<file path="config.mk">
export PLATFORM = sky130hd
export DESIGN_NAME = scid_regs
export DESIGN_NICKNAME = d
export VERILOG_FILES = /design/src/rtl/scid_pkg.sv /design/src/rtl/scid_debounce.sv /design/src/rtl/scid_regs.sv
export SDC_FILE = /design/constraint.sdc
export NUM_CORES = 1
export LEC_CHECK = 0
export BUFFER_PORTS_ARGS = -buffer_cell sky130_fd_sc_hd__buf_2
export CORE_AREA = 4 4 78 80
export DETAILED_ROUTE_END_ITERATION = 8
export DIE_AREA = 0 0 82 84
export GPL_ROUTABILITY_DRIVEN = 0
export GPL_TIMING_DRIVEN = 0
export PLACE_DENSITY_LB_ADDON = 0.08
export SLEW_MARGIN = 20
export SYNTH_ARGS = -nofsm -noshare
export SYNTH_HDL_FRONTEND = slang
export SYNTH_SLANG_ARGS = --single-unit
</file>
<file path="constraint.sdc">
create_clock -name ref_clk -period 1.93 [get_ports ref_clk]
set_clock_uncertainty 0.2 [all_clocks]
set_input_delay 0.2895 -clock ref_clk [delete_from_list [all_inputs] [get_ports ref_clk]]
set_output_delay 0.2895 -clock ref_clk [all_outputs]
set_load 0.01 [all_outputs]
</file>
<file path="src/rtl/scid_pkg.sv">
/*
  constants for the smart-card cause, card-detect and transmit status block.
  assumes an 8-bit special-function bus with 16-bit addresses.
*/
package scid_pkg;
  localparam logic [15:0] CAUSE_ADDR      = 16'hFE01;
  localparam logic [15:0] DETECT_ADDR     = 16'hFE05;
  localparam logic [15:0] TX_ADDR         = 16'hFE06;
  localparam logic [7:0]  CAUSE_RESET     = 8'h00;
  localparam logic [7:0]  DETECT_RESET    = 8'h00;
  localparam logic [7:0]  TX_RESET        = 8'h00;
  // card_irq_cause fields
  localparam int CAUSE_WAIT    = 7;
  localparam int CAUSE_CARD    = 6;
  localparam int CAUSE_SUPPLY  = 5;
  localparam int CAUSE_RXAV    = 4;
  localparam int CAUSE_TXEVT   = 3;
  localparam int CAUSE_TXDONE  = 2;
  localparam int CAUSE_TX_ERROR_FLAG   = 1;
  localparam int CAUSE_RX_ERROR_FLAG   = 0;
  // card_detect_ctrl fields
  localparam int DET_DEBOUNCE  = 7;
  localparam int DET_ENABLE    = 6;
  localparam int DET_POLARITY  = 3;
  localparam int DET_PULLUP_N  = 2;
  localparam int DET_PULLDOWN  = 1;
  localparam int DET_PRESENT   = 0;
  // tx_ctrl_status fields
  localparam int TX_DIRECT_IO  = 7;
  localparam int TX_FULL       = 5;
  localparam int TX_EMPTY      = 4;
  localparam int TX_UNDERRUN   = 3;
  localparam int TX_LAST       = 2;
  localparam int TX_RX_SEL     = 1;
  localparam int TX_BREAK      = 0;
  localparam logic [7:0] DETECT_WR_MASK = 8'hCE;
  localparam logic [7:0] TX_WR_MASK     = 8'h86;
  // debounce: stable time in ms counted on a tick of given rate
  localparam int DEBOUNCE_MS    = 64;
  localparam int TICK_HZ        = 1000;
  localparam int DEBOUNCE_TICKS = (DEBOUNCE_MS * TICK_HZ) / 1000;
  localparam int DEB_W          = 7;
endpackage : scid_pkg

</file>
<file path="src/rtl/scid_debounce.sv">
/*
  card-detect debounce: qualifies a detect level on a slow tick.
  assumes level is already synchronised and tick is a one-cycle pulse on clk.
*/
`timescale 1ns/1ps
`default_nettype none
module scid_debounce
  import scid_pkg::*;
(
  input  wire logic ref_clk,
  input  wire logic rst_n,
  input  wire logic tick,
  input  wire logic bypass,
  input  wire logic level,
  output logic      present
);
  logic [DEB_W-1:0] cnt_q;

  always_ff @(posedge ref_clk or negedge rst_n) begin
    if (!rst_n) begin
      cnt_q   <= '0;
      present <= 1'b0;
    end else if (!level) begin
      cnt_q   <= '0;
      present <= 1'b0;
    end else if (bypass) begin
      present <= 1'b1;
    end else if (!present && tick) begin
      if (cnt_q == DEB_W'(DEBOUNCE_TICKS - 1)) begin
        present <= 1'b1;
      end else begin
        cnt_q <= cnt_q + DEB_W'(1);
      end
    end
  end
endmodule // scid_debounce
`default_nettype wire

</file>
<file path="src/rtl/scid_regs.sv">
/*
  smart-card interrupt cause, card-detect and transmit control/status registers.
  assumes fifos, length counter, supply timer, receive status and enable register
  live elsewhere on ref_clk; pins and card clock arrive asynchronously.
*/
// What this block does
// - reading the cause register clears its clear-on-read cause bits.
// - sync mode: set wait-timeout when length counter reaches its loaded value.
// - set card-event on insertion, removal or interface fault, even powered down.
// - set supply-timer cause on timer expiry; cause read clears it.
// - receive-available follows receive fifo not empty; no clear on read.
// - bypass mode: raise receive-available on each falling card io edge.
// - set transmit-event when fifo empty or full sets; tx status read clears.
// - set transmit-done per sent byte or check byte, not on T=0 break.
// - set transmit-error on break or underrun; tx status read clears.
// - set receive-error on overrun or parity; receive status read clears.
// - each cause bit is gated by its own enable bit.
// - interface select picks which io line feeds the bypass receive-available edge; other causes ignore it.
// - debounce needs 64 ms stable detect; removal clears immediately.
// - power-down skips debounce but presence still tracks the pin.
// - polarity 1 means high is present, 0 means low is present.
// - card-present is read-only; any change is a card event.
// - drive pull-up enable (low active) and pull-down enable from bits.
// - sync direct-io with count at max or zero drives io from control bit.
// - transmit-full stays set while the transmit fifo is full.
// - with last-byte set, hold transmit-empty until final byte is sent.
// - set underrun when fifo empties after a byte without last-byte set.
// - set break-detected when card signals parity error; read clears.
`timescale 1ns/1ps
`default_nettype none
module scid_regs
  import scid_pkg::*;
(
  input  wire logic        ref_clk,
  input  wire logic        rst_n,
  // special-function bus
  input  wire logic [15:0] sfr_addr,
  input  wire logic        sfr_wr,
  input  wire logic        sfr_rd,
  input  wire logic [7:0]  sfr_wdata,
  output logic [7:0]       sfr_rdata,
  // pins, asynchronous
  input  wire logic        card_detect_pin,
  input  wire logic        card_clk,
  input  wire logic        card_io_in,
  input  wire logic        ext_card_io_in,
  output logic             card_io_out,
  output logic             card_io_oe,
  output logic             pullup_en_n,
  output logic             pulldown_en,
  // neighbouring units, same clock
  input  wire logic        kbd_tick_1khz,
  input  wire logic        power_down,
  input  wire logic        interface_select,
  input  wire logic        sync_mode,
  input  wire logic        bypass_mode,
  input  wire logic        t1_mode,
  input  wire logic [7:0]  irq_enable,
  input  wire logic [7:0]  length_count,
  input  wire logic [7:0]  length_max,
  input  wire logic        io_ctrl_data,
  input  wire logic        io_ctrl_dir,
  input  wire logic        fifo_tx_bit,
  input  wire logic        fifo_tx_oe,
  input  wire logic        interface_fault,
  input  wire logic        supply_timer_expired,
  input  wire logic        rx_fifo_not_empty,
  input  wire logic        tx_fifo_full_raw,
  input  wire logic        tx_fifo_empty_raw,
  input  wire logic        byte_sent,
  input  wire logic        check_byte_sent,
  input  wire logic        break_seen,
  input  wire logic        rx_overrun,
  input  wire logic        rx_parity_err,
  input  wire logic        rx_status_read,
  output logic             direct_io_mode,
  output logic             last_tx_byte,
  output logic             tx_rx_select,
  output logic             tx_fifo_empty,
  output logic             tx_fifo_full,
  output logic             card_present,
  output logic             card_irq
);
  // two-flop synchronisers for pins
  logic [1:0] det_sync_q;
  logic [1:0] clk_sync_q;
  logic [1:0] io_sync_q;
  logic [1:0] eio_sync_q;
  logic       clk_prev_q;
  logic       io_prev_q;
  logic       eio_prev_q;

  always_ff @(posedge ref_clk or negedge rst_n) begin
    if (!rst_n) begin
      det_sync_q <= 2'h0;
      clk_sync_q <= 2'h0;
      io_sync_q  <= 2'h3;
      eio_sync_q <= 2'h3;
      clk_prev_q <= 1'b0;
      io_prev_q  <= 1'b1;
      eio_prev_q <= 1'b1;
    end else begin
      det_sync_q <= {det_sync_q[0], card_detect_pin};
      clk_sync_q <= {clk_sync_q[0], card_clk};
      io_sync_q  <= {io_sync_q[0], card_io_in};
      eio_sync_q <= {eio_sync_q[0], ext_card_io_in};
      clk_prev_q <= clk_sync_q[1];
      io_prev_q  <= io_sync_q[1];
      eio_prev_q <= eio_sync_q[1];
    end
  end

  logic clk_fall;
  logic io_fall;
  assign clk_fall = clk_prev_q & ~clk_sync_q[1];
  // only the selected interface's io line is watched
  assign io_fall  = interface_select ? (eio_prev_q & ~eio_sync_q[1])
                                     : (io_prev_q & ~io_sync_q[1]);

  // bus decode
  logic rd_cause;
  logic rd_detect;
  logic rd_tx;
  logic wr_detect;
  logic wr_tx;
  assign rd_cause  = sfr_rd & (sfr_addr == CAUSE_ADDR);
  assign rd_detect = sfr_rd & (sfr_addr == DETECT_ADDR);
  assign rd_tx     = sfr_rd & (sfr_addr == TX_ADDR);
  assign wr_detect = sfr_wr & (sfr_addr == DETECT_ADDR);
  assign wr_tx     = sfr_wr & (sfr_addr == TX_ADDR);

  // card detect control
  logic [7:0] det_ctrl_q;
  always_ff @(posedge ref_clk or negedge rst_n) begin
    if (!rst_n) begin
      det_ctrl_q <= DETECT_RESET;
    end else if (wr_detect) begin
      det_ctrl_q <= sfr_wdata & DETECT_WR_MASK;
    end
  end

  always_ff @(posedge ref_clk or negedge rst_n) begin
    if (!rst_n) begin
      pullup_en_n <= 1'b1;
      pulldown_en <= 1'b0;
    end else begin
      pullup_en_n <= det_ctrl_q[DET_PULLUP_N];
      pulldown_en <= det_ctrl_q[DET_PULLDOWN];
    end
  end

  logic det_level;
  logic present_raw;
  // polarity bit set: high level means card in
  assign det_level = det_ctrl_q[DET_ENABLE]
                   & ~(det_sync_q[1] ^ det_ctrl_q[DET_POLARITY]);

  scid_debounce u_debounce (
    .ref_clk (ref_clk),
    .rst_n   (rst_n),
    .tick    (kbd_tick_1khz),
    .bypass  (power_down | ~det_ctrl_q[DET_DEBOUNCE]),
    .level   (det_level),
    .present (present_raw)
  );

  logic card_change;
  assign card_change = present_raw ^ card_present;
  always_ff @(posedge ref_clk or negedge rst_n) begin
    if (!rst_n) begin
      card_present <= 1'b0;
    end else begin
      card_present <= present_raw;
    end
  end

  // transmit control and status
  logic [7:0] tx_ctrl_q;
  logic       final_done_q;
  logic       underrun_q;
  logic       break_q;
  logic       empty_set;
  logic       full_set;
  logic       empty_d;
  logic       underrun_evt;

  always_ff @(posedge ref_clk or negedge rst_n) begin
    if (!rst_n) begin
      tx_ctrl_q <= TX_RESET;
    end else if (wr_tx) begin
      tx_ctrl_q <= sfr_wdata & TX_WR_MASK;
    end
  end

  // last byte done: check byte in T=1, last word with empty fifo in T=0
  always_ff @(posedge ref_clk or negedge rst_n) begin
    if (!rst_n) begin
      final_done_q <= 1'b0;
    end else if (!tx_fifo_empty_raw || !tx_ctrl_q[TX_LAST]) begin
      final_done_q <= 1'b0;
    end else if (t1_mode ? check_byte_sent : (byte_sent & ~break_seen)) begin
      final_done_q <= 1'b1;
    end
  end

  assign empty_d = tx_fifo_empty_raw & (~tx_ctrl_q[TX_LAST] | final_done_q);
  assign empty_set = empty_d & ~tx_fifo_empty;
  assign full_set  = tx_fifo_full_raw & ~tx_fifo_full;
  assign underrun_evt = byte_sent & tx_fifo_empty_raw & ~tx_ctrl_q[TX_LAST];

  always_ff @(posedge ref_clk or negedge rst_n) begin
    if (!rst_n) begin
      tx_fifo_empty <= 1'b0;
      tx_fifo_full  <= 1'b0;
    end else begin
      tx_fifo_empty <= empty_d;
      tx_fifo_full  <= tx_fifo_full_raw;
    end
  end

  // sticky status, set wins over read clear
  always_ff @(posedge ref_clk or negedge rst_n) begin
    if (!rst_n) begin
      underrun_q <= 1'b0;
      break_q    <= 1'b0;
    end else begin
      underrun_q <= underrun_evt | (underrun_q & ~rd_tx);
      break_q    <= break_seen | (break_q & ~rd_tx);
    end
  end

  always_ff @(posedge ref_clk or negedge rst_n) begin
    if (!rst_n) begin
      direct_io_mode <= 1'b0;
      last_tx_byte   <= 1'b0;
      tx_rx_select   <= 1'b0;
    end else begin
      direct_io_mode <= tx_ctrl_q[TX_DIRECT_IO];
      last_tx_byte   <= tx_ctrl_q[TX_LAST];
      tx_rx_select   <= tx_ctrl_q[TX_RX_SEL];
    end
  end

  // card io source select
  logic direct_sel;
  assign direct_sel = sync_mode & tx_ctrl_q[TX_DIRECT_IO]
                    & ((length_count == length_max) | (length_count == 8'h00));
  always_ff @(posedge ref_clk or negedge rst_n) begin
    if (!rst_n) begin
      card_io_out <= 1'b1;
      card_io_oe  <= 1'b0;
    end else begin
      card_io_out <= direct_sel ? io_ctrl_data : fifo_tx_bit;
      card_io_oe  <= direct_sel ? io_ctrl_dir : fifo_tx_oe;
    end
  end

  // length counter moves a cycle after the synchronised falling edge; check then
  logic clk_fall_q;
  logic wait_evt;
  always_ff @(posedge ref_clk or negedge rst_n) begin
    if (!rst_n) begin
      clk_fall_q <= 1'b0;
    end else begin
      clk_fall_q <= clk_fall;
    end
  end
  assign wait_evt = sync_mode & clk_fall_q & (length_max != 8'h00)
                  & (length_count == length_max);

  // cause register
  logic [7:0] cause_q;
  logic       bypass_av_q;
  logic       rx_av;
  always_ff @(posedge ref_clk or negedge rst_n) begin
    if (!rst_n) begin
      bypass_av_q <= 1'b0;
    end else if (!bypass_mode) begin
      bypass_av_q <= 1'b0;
    end else begin
      bypass_av_q <= io_fall | (bypass_av_q & ~rd_cause);
    end
  end
  assign rx_av = bypass_mode ? bypass_av_q : rx_fifo_not_empty;

  always_ff @(posedge ref_clk or negedge rst_n) begin
    if (!rst_n) begin
      cause_q <= CAUSE_RESET;
    end else begin
      cause_q[CAUSE_WAIT]   <= wait_evt | (cause_q[CAUSE_WAIT] & ~rd_cause);
      cause_q[CAUSE_CARD]   <= card_change | interface_fault
                             | (cause_q[CAUSE_CARD] & ~rd_cause);
      cause_q[CAUSE_SUPPLY] <= supply_timer_expired
                             | (cause_q[CAUSE_SUPPLY] & ~rd_cause);
      cause_q[CAUSE_RXAV]   <= rx_av;
      cause_q[CAUSE_TXEVT]  <= empty_set | full_set
                             | (cause_q[CAUSE_TXEVT] & ~rd_tx);
      cause_q[CAUSE_TXDONE] <= ((byte_sent & ~(~t1_mode & break_seen)) | check_byte_sent)
                             | (cause_q[CAUSE_TXDONE] & ~rd_cause);
      cause_q[CAUSE_TX_ERROR_FLAG]  <= underrun_evt | break_seen
                             | (cause_q[CAUSE_TX_ERROR_FLAG] & ~rd_tx);
      cause_q[CAUSE_RX_ERROR_FLAG]  <= rx_overrun | rx_parity_err
                             | (cause_q[CAUSE_RX_ERROR_FLAG] & ~rx_status_read);
    end
  end

  // single request line; enable register is outside
  always_ff @(posedge ref_clk or negedge rst_n) begin
    if (!rst_n) begin
      card_irq <= 1'b0;
    end else begin
      card_irq <= |(cause_q & irq_enable);
    end
  end

  // read data, registered; unmapped reads return zero
  logic [7:0] rd_d;
  always_comb begin
    rd_d = 8'h00;
    if (rd_cause) begin
      rd_d = cause_q;
    end else if (rd_detect) begin
      rd_d = det_ctrl_q;
      rd_d[DET_PRESENT] = card_present;
    end else if (rd_tx) begin
      rd_d = tx_ctrl_q;
      rd_d[TX_FULL]     = tx_fifo_full;
      rd_d[TX_EMPTY]    = tx_fifo_empty;
      rd_d[TX_UNDERRUN] = underrun_q;
      rd_d[TX_BREAK]    = break_q;
    end
  end

  always_ff @(posedge ref_clk or negedge rst_n) begin
    if (!rst_n) begin
      sfr_rdata <= 8'h00;
    end else begin
      sfr_rdata <= rd_d;
    end
  end
endmodule // scid_regs
`default_nettype wire

</file>
# Word level (Yosys, flattened, before mapping)
# Cells that the tools add are included.
[totals]
elab_cells = 137
register_bits = 59
[classes]
n_addsub = 1
muxes = 19
reduce_logical = 11
n_bitwise = 67
n_eq_ne = 10
[ops]
columns = ["operator", "count"]
rows = [
  ["equality test 16 bit, second input constant", 3],
  ["bitwise AND 1 bit", 32],
  ["two-way mux 7 bit", 4],
  ["two-way mux 8 bit", 3],
  ["bitwise OR 1 bit", 18],
  ["inverter 1 bit", 14],
  ["two-way mux 1 bit", 12],
  ["bitwise AND 8 bit", 1],
  ["equality test 8 bit", 1],
  ["zero test 8 bit", 1],
  ["nonzero test 8 bit", 1],
  ["OR reduction 8 bit", 1],
  ["adder 7 x 1 -> 7 bit, second input constant", 1],
  ["equality test 7 x 6 -> 1 bit, second input constant", 1],
  ["inequality test 2 bit, second input constant", 3],
  ["inequality test 3 x 2 -> 1 bit, second input constant", 2],
  ["zero test 1 bit", 3],
  ["AND reduction 3 bit", 1],
  ["AND reduction 2 bit", 1],
  ["nonzero test 2 bit", 1],
  ["bitwise XOR 1 bit", 2],
  ["logical AND 1 bit", 1],
  ["logical OR 1 bit", 1],
]

# Longest topological paths before layout
# Gate-level depths: netlist of run 1.
[logic_depth]
word_depth = 6
depth_mapped = 5
depth_no_buf = 5

# Cells and area by module
# From an unflattened synthesis of run 1, not the netlist that was laid out.
[hier_totals]
cells_unflattened = 210
hier_area_um2 = 2572.5
[by_module_without_submodules]
columns = ["mod", "seq_area_each_um2", "cells_each", "instances", "area_per_inst_um2"]
rows = [
  ["scid_regs", 1286.2, 169, 1, 2148.3],
  ["scid_debounce", 200.2, 41, 1, 424.2],
]

# Least setup slack after synthesis of run 1
# No wires, ideal clock.
[synth_path]
kind = "input to register"
start = "input sfr_addr[8]"
end = "register det_ctrl_q[1]"
t_arrival_ps = 1483
path_slack_ps = 122
cell_stages = 4
path_cell_list = "and4bb_2 nand4_1 nor4b_4 mux2_2"
[synth_via]
elab_chain_cells = 2
[synth_rtl]
columns = ["element", "line_no", "text"]
rows = [
  ["from (decl)", "scid_regs.sv:37", "input wire logic [15:0] sfr_addr,"],
  ["equality test 16 bit", "scid_regs.sv:129", "assign wr_detect = sfr_wr & (sfr_addr == DETECT_ADDR);"],
  ["bitwise AND 1 bit", "scid_regs.sv:129", ""],
  ["to (signal assigned)", "scid_regs.sv:138", "det_ctrl_q <= sfr_wdata & DETECT_WR_MASK;"],
  ["to (decl)", "scid_regs.sv:133", "logic [7:0] det_ctrl_q;"],
]
# No other way between the ends.
# A chain may end at the register's enable or synchronous reset.

# Worst setup path after layout of run 1
[layout_path]
start = "register u_debounce.cnt_q[0]"
end = "register u_debounce.cnt_q[5]"
[layout_via]
elab_chain_cells = 5
[layout_rtl]
columns = ["element", "line_no", "text"]
rows = [
  ["from (decl)", "scid_debounce.sv:17", "logic [DEB_W-1:0] cnt_q;"],
  ["from (signal assigned)", "scid_debounce.sv:32", "cnt_q <= cnt_q + DEB_W'(1);"],
  ["adder 7 x 1 -> 7 bit", "scid_debounce.sv:32", ""],
  ["two-way mux 7 bit", "scid_debounce.sv:29", "if (cnt_q == DEB_W'(DEBOUNCE_TICKS - 1)) begin"],
  ["two-way mux 7 bit", "scid_debounce.sv:28", "end else if (!present && tick) begin"],
  ["two-way mux 7 bit", "scid_debounce.sv:26", "end else if (bypass) begin"],
  ["two-way mux 7 bit", "scid_debounce.sv:23", "end else if (!level) begin"],
]
# Parallel ways exist; a longest one is shown, timed or not. The select of a mux whose other input is x is not followed.

==> impl_metrics.csv, run 1 <==
group,metric,value,unit
routing,post_drt_wl_per_cell,14.5,um
routing,wl,5.77,mm
critical_path,r2r_start,"u_debounce.cnt_q[0]",
yosys,synth_enable_flop_cells,0,
floorplan,ioPinCount,96,
floorplan,rows,27,
grt,first_global_vias,2056,
place,hpwl,4.36,mm
critical_path,crit_start,"u_debounce.cnt_q[0]",
cells_and_area,nets,399,
sta,hold_viol,0,
cells_and_area,layout_common_cells,"91 x buf_2, 51 x dfrtp_1, 15 x dlygate4sd3_1",
min_path,hp-start,"sfr_wdata[1]",
routing,ant_nets,0,
sta,finalSetupViolCount,0,
job,maxCapViolCount,0,
yosys,synthFlopType,"dfrtp_1",
clocking,clkTransAtPathRegs,0.06,ns
cells_and_area,multi_input_area,977,um2
yosys,synth_top_area_share,0.512,
sta,max_freq,578,MHz
sta,rsz0062_at_grt,"false",
floorplan,die_x,82,um
floorplan,die_area,6890,um2
cells_and_area,area_delta_synth_final,37.1,%
clocking,cts_tree,"built",
grt,grt_max_degree,60,
cells_and_area,fin_area,3410,um2
place,placed_area,3040,um2
critical_path,crit_type,"flip-flop to flip-flop",
sta,tightest_slew,0.714,ns
critical_path,start_kind,"flip-flop",
yosys,synth_seq_cells,59,
sta,slew_headroom,0.524,
clocking,h-tree-depth,3,
place,dp_slack,-0.310,ns
cells_and_area,num-fill-cells,453,
routing,drt_iter0_drc,94,
critical_path,cp-endpoint,"u_debounce.cnt_q[5]",
yosys,syn_inst,203,
grt,grt_pass1_wl,9.31,mm
power_and_ir_drop,ir_drop,0.467,mV
clocking,clock_path_buffers,2,
cells_and_area,regArea,1490,um2
clocking,numCtsBuffers,9,
yosys,syn_area,2490,um2
critical_path,cp_max_fo,10,
clocking,cts_setup_buffers,0,
clocking,clkLatencyLatePin,0.32,ns
sta,fin_ws,0.200,ns
cells_and_area,drive_above_1_share,0.402,
critical_path,worst-r2r-cell-count,5,
sta,maxSlewViolCount,0,
yosys,ys_seq_area_frac,0.597,
yosys,syn_avg_cell_area,12.3,um2
cells_and_area,n_antenna_cell,0,
power_and_ir_drop,p_per_area,769,nW/um2
critical_path,r2r_end,"u_debounce.cnt_q[5]",
floorplan,core_area,5410,um2
power_and_ir_drop,p_leak,1.60,nW
grt,track_usage,0.177,
yosys,synthesis.nets,281,
yosys,async_reset_ff_frac,1.00,
sta,finalHoldWorstSlack,0.0169,ns
grt,antenna_found_initial,0,
floorplan,initial_core_util,0.461,
yosys,yosysWarnings,0,
place,dp.cells,367,
clocking,cts.sinks,59,
routing,vias,2053,
place,port_buffers,92,
yosys,synth_top_area_cell,"dfrtp_1",
sta,period_share,0.896,
critical_path,crit_required,1.98,ns
routing,dr.pass1.iters,4,
min_path,hp-class,"input port to flip-flop",
yosys,ys_top_cells_by_area,"dfrtp_1 51%, dfstp_2 8.4%, mux2_2 4.1%",
grt,overflow,0,
critical_path,reg2reg_setup_slack,0.20,ns
cells_and_area,instances_no_fill,398,
routing,viasPerCell,5.16,
critical_path,critPathCaptureType,"flip-flop",
cells_and_area,final_common_cell,"buf_2",
floorplan,die_h,84,um
sta,period_minus_slack,1.73,ns
critical_path,worstPathArrival,1.78,ns
routing,drc,0,
clocking,cts_root_buffer,"clkbuf_8",
yosys,yosysUniqueCellTypes,48,
outcome,status,"complete, no violations",
-- worst min path at each step --
stage,endpoint,slack (ns),cells past startpoint
after global placement,clk_sync_q[1],0.14,0
after CTS,tx_ctrl_q[1],0.001,2
final,tx_ctrl_q[1],0.02,2
after detailed placement,clk_sync_q[1],0.14,0
after global routing,tx_ctrl_q[1],0.01,2
after floorplan,break_q,-0.21,0
-- timing repair --
action,CTS,global route
hold buffers,15,0
endpoints found under the setup margin,0,12
gates resized for setup,0,2
endpoints found under the hold margin,64,0
-- power by group --
group          switching, W  internal, W
logic             0.0000972     0.000110
clock network      0.000439     0.000704
registers        0.00000952      0.00126
total              0.000546      0.00208
-- flip-flops by register name, indices dropped and copies added (netlist names), 2 cells and up --
register          cells
det_sync_q            2
det_ctrl_q            5
clk_sync_q            2
sfr_rdata             8
u_debounce.cnt_q      7
io_sync_q             2
tx_ctrl_q             3
eio_sync_q            2
cause_q               8
-- layout make-up --
class,count,area share
flip-flops and latches,59,0.435
multi-input cells,133,0.286
repair buffers,107,0.180
clock buffers,15,0.0517
well taps,72,0.0264
inverters,11,0.0121
clock inverters,1,0.00879
-- worst max-delay path, cell delays in order (launching register included) --
cell	delay (ns)
dfrtp_1	0.40
ha_1	0.23
nand2_1	0.13
o31ai_4	0.13
or4_1	0.41
a21oi_1	0.15
-- synthesized netlist by cell type (3+ instances only) --
cell and number:
a21oi_1 5, a221o_1 7, nor2b_1 3, dfstp_2 8
a22o_1 3, xnor2_1 9, nor4_1 4, o21ai_0 6
nand3_1 11, a22oi_1 6, dfrtp_1 51, nor2_1 8
or3_1 3, mux2_2 9, inv_1 11, nand2_1 9
nor3_1 6, nand4_1 5
-- through the flow --
stage | TNS (ns) | util | power (W)
finish | 0 | 0.632 | 0.00262
detailed placement | -2.90 | 0.563 | 0.00148
CTS | 0 | 0.629 | 0.00266
global placement | -2.77 | 0.563 | 0.00148
global route | 0 | 0.632 | 0.00274
floorplan | 0 | - | 0.00135
-- kinds of logic after synthesis --
kind of cell / count (synthesis) / share of synthesized area
muxes: 10 / 0.0447
AOI/OAI and AO/OA: 42 / 0.126
xor gates and xnor gates: 11 / 0.0387
buffers and inverters: 11 / 0.0166
DFF: 59 / 0.597
adders and majority gates: 1 / 0.00502
and+or+nand+nor: 69 / 0.172
-- metal layers --
metal | global-route usage | share of wire | up-vias
li1 | - | - | 1005
met1 | 0.227 | 0.44 | 973
met2 | 0.278 | 0.48 | 62
met3 | 0.0421 | 0.064 | 13
met4 | 0.0816 | 0.020 | 0
met5 | 0 | 0 | -
(Power assumes the default switching activity.)
==> inputs of run 2 (changes only) <==
--- a/config.mk
+++ b/config.mk
@@ -6,9 +6,9 @@
 export NUM_CORES = 1
 export LEC_CHECK = 0
 export BUFFER_PORTS_ARGS = -buffer_cell sky130_fd_sc_hd__buf_2
-export CORE_AREA = 4 4 78 80
+export CORE_AREA = 3 3 63 95
 export DETAILED_ROUTE_END_ITERATION = 8
-export DIE_AREA = 0 0 82 84
+export DIE_AREA = 0 0 66 98
 export GPL_ROUTABILITY_DRIVEN = 0
 export GPL_TIMING_DRIVEN = 0
 export PLACE_DENSITY_LB_ADDON = 0.08
==> run 2 against run 1 <==
Effect of this change:
- worst hold slack worse by 0.0057 ns
- setup slack got worse by 0.061 ns
- count of clock-buffer cells in the layout down 6
- fmax shrank 3.4%
- die area is 6.1% lower
- sequential power hardly changed
==> impl_metrics.csv, run 2 (synthesis results as in run 1) <==
group,metric,value,unit
critical_path,start_kind,"input port",
clocking,cts_tree,"built",
critical_path,crit_start,"sfr_addr[5]",
critical_path,crit_type,"input port to flip-flop",
cells_and_area,num-fill-cells,413,
place,placed_area,3040,um2
cells_and_area,n_antenna_cell,0,
clocking,clock_path_buffers,2,
power_and_ir_drop,power,0.00273,W
critical_path,r2r_end,"u_debounce.cnt_q[5]",
routing,viasPerCell,5.25,
clocking,clkLatencyLatePin,0.33,ns
min_path,min_to,"bypass_av_q",
power_and_ir_drop,ir_drop,0.557,mV
cells_and_area,instances_no_fill,397,
floorplan,die_x,66,um
grt,track_usage,0.195,
clocking,clkTransAtPathRegs,0.07,ns
cells_and_area,final_common_cell,"buf_2",
floorplan,initial_core_util,0.482,
routing,drc,0,
place,hpwl,4.31,mm
cells_and_area,drive_above_1_share,0.407,
critical_path,worstPathArrival,1.81,ns
clocking,numCtsBuffers,9,
cells_and_area,reg_top3,"cause_q x8, sfr_rdata x8, u_debounce.cnt_q x7",
sta,rsz0062_at_grt,"false",
sta,finalSetupViolCount,0,
critical_path,critPathCaptureType,"flip-flop",
place,port_buffers,92,
routing,wl,5.77,mm
critical_path,reg2reg_setup_slack,0.20,ns
cells_and_area,area_delta_synth_final,38.9,%
sta,hold_viol,0,
clocking,cts.sinks,59,
sta,period_share,0.928,
routing,post_drt_wl_per_cell,14.5,um
outcome,status,"complete, no violations",
min_path,hp-start,"bypass_mode",
floorplan,rows,32,
critical_path,cp_max_fo,5,
sta,fin_ws,0.139,ns
grt,first_global_vias,2064,
clocking,h-tree-depth,3,
min_path,hp-class,"input port to flip-flop",
sta,tightest_slew,0.706,ns
routing,drt_iter0_drc,110,
routing,ant_nets,0,
min_path,whs_path_depth,2,
clocking,cts_root_buffer,"clkbuf_8",
floorplan,die_area,6470,um2
place,dp_slack,-0.330,ns
cells_and_area,nets,402,
cells_and_area,fin_area,3460,um2
sta,period_minus_slack,1.79,ns
routing,vias,2083,
critical_path,r2r_start,"u_debounce.cnt_q[0]",
grt,grt_pass1_wl,9.56,mm
grt,antenna_found_initial,0,
cells_and_area,layout_common_cells,"91 x buf_2, 51 x dfrtp_1, 18 x dlygate4sd3_1",
grt,grt_max_degree,60,
floorplan,die_h,98,um
sta,slew_headroom,0.530,
routing,dr.pass1.iters,4,
clocking,cts_setup_buffers,0,
sta,maxSlewViolCount,0,
critical_path,worst-r2r-cell-count,5,
critical_path,crit_required,1.95,ns
power_and_ir_drop,p_per_area,788,nW/um2
power_and_ir_drop,p_leak,1.62,nW
place,dp.cells,363,
floorplan,ioPinCount,96,
job,maxCapViolCount,0,
grt,overflow,0,
floorplan,core_area,5160,um2
sta,max_freq,558,MHz
-- run 2: worst max-delay path, stage by stage --
cell and delay, ns:
buf_2 0.10, nor3_2 0.30, nand4_1 0.19, nor4b_4 0.54
mux2_2 0.39
-- run 2: metrics by stage --
stage	setup TNS [ns]	util	hold slack, ns
final	0	0.670	0.0112
after global routing	0	0.670	0.00398
after CTS	0	0.667	0.000668
after detailed placement	-3.98	0.588	0.135
after global placement	-3.58	0.588	0.133
after floorplan	0	-	-0.206
-- run 2: layer usage --
metal  routed length, um  up-vias  global-route usage
met3                 323        8              0.0472
met4                  82        0              0.0767
met5                   0        -                   0
met2                3040       62               0.325
li1                    -     1005                   -
met1                2330     1008               0.239
-- run 2: final cells by class --
class	count	area (um2)	area share
flip-flops and latches	59	1490	0.430
well taps	68	85.1	0.0246
multi-input cells	133	977	0.282
clock buffers	9	124	0.0358
clock inverters	7	103	0.0297
inverters	11	41.3	0.0119
repair buffers	110	643	0.186
-- run 2: how the worst max path moves through the flow --
stage / endpoint / cells past startpoint
6_report: det_ctrl_q[1] / 5
3_5_place_dp: sfr_rdata[6] / 5
2_1_floorplan: det_ctrl_q[1] / 4
3_3_place_gp: sfr_rdata[6] / 5
4_1_cts: sfr_rdata[6] / 5
5_1_grt: u_debounce.cnt_q[1] / 5
-- run 2: repair_timing --
action                     4_1_cts  5_1_grt
setup endpoints to repair        0       12
hold buffers                    18        0
hold endpoints to repair        67        0
resized for setup                0        2
-- run 2: power by group --
group          switching (W)  internal, W  total [W]  leakage [nW]
combinational       0.000101     0.000114   0.000215         0.789
clock               0.000505     0.000734    0.00124         0.110
sequential        0.00000900      0.00126    0.00127         0.722
total               0.000615      0.00211    0.00273          1.62
==> inputs of run 3 (changes only) <==
==> constraint.sdc (replaced) <==
create_clock -name ref_clk -period 1.93 [get_ports ref_clk]
set_clock_uncertainty 0.2 [all_clocks]
set_input_delay 0.386 -clock ref_clk [delete_from_list [all_inputs] [get_ports ref_clk]]
set_output_delay 0.386 -clock ref_clk [all_outputs]
set_load 0.01 [all_outputs]
==> run 3 against run 2 <==
Effect of this change:
- register-to-register slack is essentially flat
- sequential share of layout area grew 1.4 points
- setup slack lost 0.075 ns
- worst hold slack gained 0.0098 ns
- design area shrank 3.3%
- flip-flop and latch count is the same
- first-iteration DRC count shrank 1.8%
- wire length shrank 1.8%
- non-clock buffer count shrank 11
- count of clock-buffer cells in the layout is the same
- cell count shrank 2.8%
- clock power is essentially flat
- highest routed layer unchanged
==> impl_metrics.csv, run 3 (synthesis results as in run 1) <==
group,metric,value,unit
grt,track_usage,0.188,
cells_and_area,n_antenna_cell,0,
cells_and_area,nets,391,
sta,finalSetupViolCount,0,
critical_path,cpLargestDelayFamily,"simple AND/OR/NAND/NOR gates",
sta,fin_setup_tns,0,ns
critical_path,max_stage_delay,0.48,ns
clocking,cts.sinks,59,
sta,max_freq,536,MHz
place,placed_area,3040,um2
power_and_ir_drop,power.switching,0.000610,W
job,maxCapViolCount,0,
cells_and_area,final_common_cell,"buf_2",
power_and_ir_drop,ir_drop,0.557,mV
outcome,status,"complete, no violations",
critical_path,start_kind,"input port",
critical_path,crit_required,1.95,ns
sta,tightest_slew,0.710,ns
sta,rsz0062_at_grt,"false",
routing,wl,5.67,mm
place,hpwl,4.31,mm
cells_and_area,layout_common_cells,"91 x buf_2, 51 x dfrtp_1, 11 x inv_1, 11 x nand3_1",
clocking,cts_root_buffer,"clkbuf_8",
routing,vias,2041,
sta,maxSlewViolCount,0,
critical_path,critPathCaptureType,"flip-flop",
power_and_ir_drop,clkPwrFrac,0.457,
clocking,h-tree-depth,3,
critical_path,crit_chain,"buf_2 > nor3_2 > nand4_2 > nor4_2 > mux2_2",
floorplan,core_area,5160,um2
routing,drt_iter0_drc,108,
power_and_ir_drop,switching_share,0.225,
grt,grt_max_degree,60,
sta,period_minus_slack,1.87,ns
critical_path,crit_slowest_cell,"nor4_2",
routing,drc,0,
sta,period_share,0.967,
grt,antenna_found_initial,0,
floorplan,die_area,6470,um2
power_and_ir_drop,intPower,0.00210,W
floorplan,die_x,66,um
grt,first_global_vias,1986,
clocking,clkLatencyLatePin,0.33,ns
cells_and_area,reg_top3,"cause_q x8, sfr_rdata x8, u_debounce.cnt_q x7",
grt,grt_pass1_wl,9.18,mm
cells_and_area,fin_area,3350,um2
power_and_ir_drop,p_per_area,809,nW/um2
routing,viasPerCell,5.29,
sta,hold_viol,0,
critical_path,crit_type,"input port to flip-flop",
floorplan,die_h,98,um
critical_path,path_buf_inv,1,
clocking,numCtsBuffers,9,
place,port_buffers,92,
routing,post_drt_wl_per_cell,14.7,um
cells_and_area,area_delta_synth_final,34.4,%
power_and_ir_drop,combPwrFrac,0.072,
routing,ant_nets,0,
routing,dr.pass1.iters,4,
cells_and_area,drive_above_1_share,0.425,
floorplan,rows,32,
clocking,clkTransAtPathRegs,0.07,ns
power_and_ir_drop,p_seq_frac,0.470,
clocking,cts_tree,"built",
sta,slew_headroom,0.527,
floorplan,initial_core_util,0.482,
cells_and_area,num-fill-cells,431,
floorplan,ioPinCount,96,
grt,overflow,0,
critical_path,cp_max_fo,5,
clocking,clock_path_buffers,2,
power_and_ir_drop,p_leak,1.58,nW
critical_path,worstPathArrival,1.89,ns
min_path,hp-class,"input port to flip-flop",
## run 3: path summary, 6_finish.rpt
path,start,to,slack (ns),depth (start not counted)
worst max-delay path,sfr_addr[5],tx_ctrl_q[1],0.06,5
worst min-delay path,rx_status_read,cause_q[0],0.02,2
worst max register to register,u_debounce.cnt_q[0],u_debounce.cnt_q[5],0.20,5
worst min register to register,clk_sync_q[0],clk_sync_q[1],0.15,0
max in group asynchronous,rst_n,sfr_rdata[0],0.61,2
min in group asynchronous,rst_n,last_tx_byte,0.44,2
## run 3: metal layers
layer | GRT usage | vias to the layer above | share of wire
met1 | 0.232 | 986 | 0.41
li1 | - | 981 | -
met2 | 0.311 | 66 | 0.52
met5 | 0 | - | 0
met3 | 0.0483 | 8 | 0.057
met4 | 0.0751 | 0 | 0.014
## run 3: final cells by class
| cell class | count | area, um2 | share of cell area |
|---|---|---|---|
| clock buffers | 9 | 124 | 0.0370 |
| well taps | 68 | 85.1 | 0.0254 |
| multi-input cells | 133 | 977 | 0.292 |
| repair buffers | 99 | 531 | 0.159 |
| flip-flops and latches | 59 | 1490 | 0.444 |
| clock inverters | 7 | 103 | 0.0307 |
| inverters | 11 | 41.3 | 0.0123 |
## run 3: power groups by stage
stage	clock network [W]	registers, W	logic [W]
2_1_floorplan	0	0.00130	0.0000560
3_3_place_gp	0	0.00130	0.000185
3_5_place_dp	0	0.00130	0.000188
4_1_cts	0.00126	0.00127	0.000198
5_1_grt	0.00132	0.00127	0.000221
6_report	0.00124	0.00127	0.000196
## run 3: stage by stage
stage	std cells	hold WS (ns)	setup WS (ns)	power [W]	util
after floorplan	203	-0.110	0.0256	0.00135	-
after global placement	363	0.133	-0.397	0.00148	0.588
after detailed placement	363	0.135	-0.426	0.00148	0.588
after CTS	385	0.0114	0.0449	0.00273	0.645
after global routing	386	0.0197	0.0161	0.00281	0.648
final	386	0.0210	0.0644	0.00271	0.648
## run 3: what timing repair did
item | 4_1_cts | 5_1_grt
endpoints found under the hold margin | 56 | 0
pin swaps | 0 | 1
endpoints found under the setup margin | 6 | 7
hold buffers | 6 | 0
buffers inserted | 0 | 1
gates resized for setup | 1 | 1
## run 3: worst reg2reg max path, cell delays in order (launching register included)
cell and delay [ns]:
dfrtp_1 0.40, ha_1 0.23, nand2_1 0.13, o31ai_4 0.13
or4_1 0.42, a21oi_1 0.14
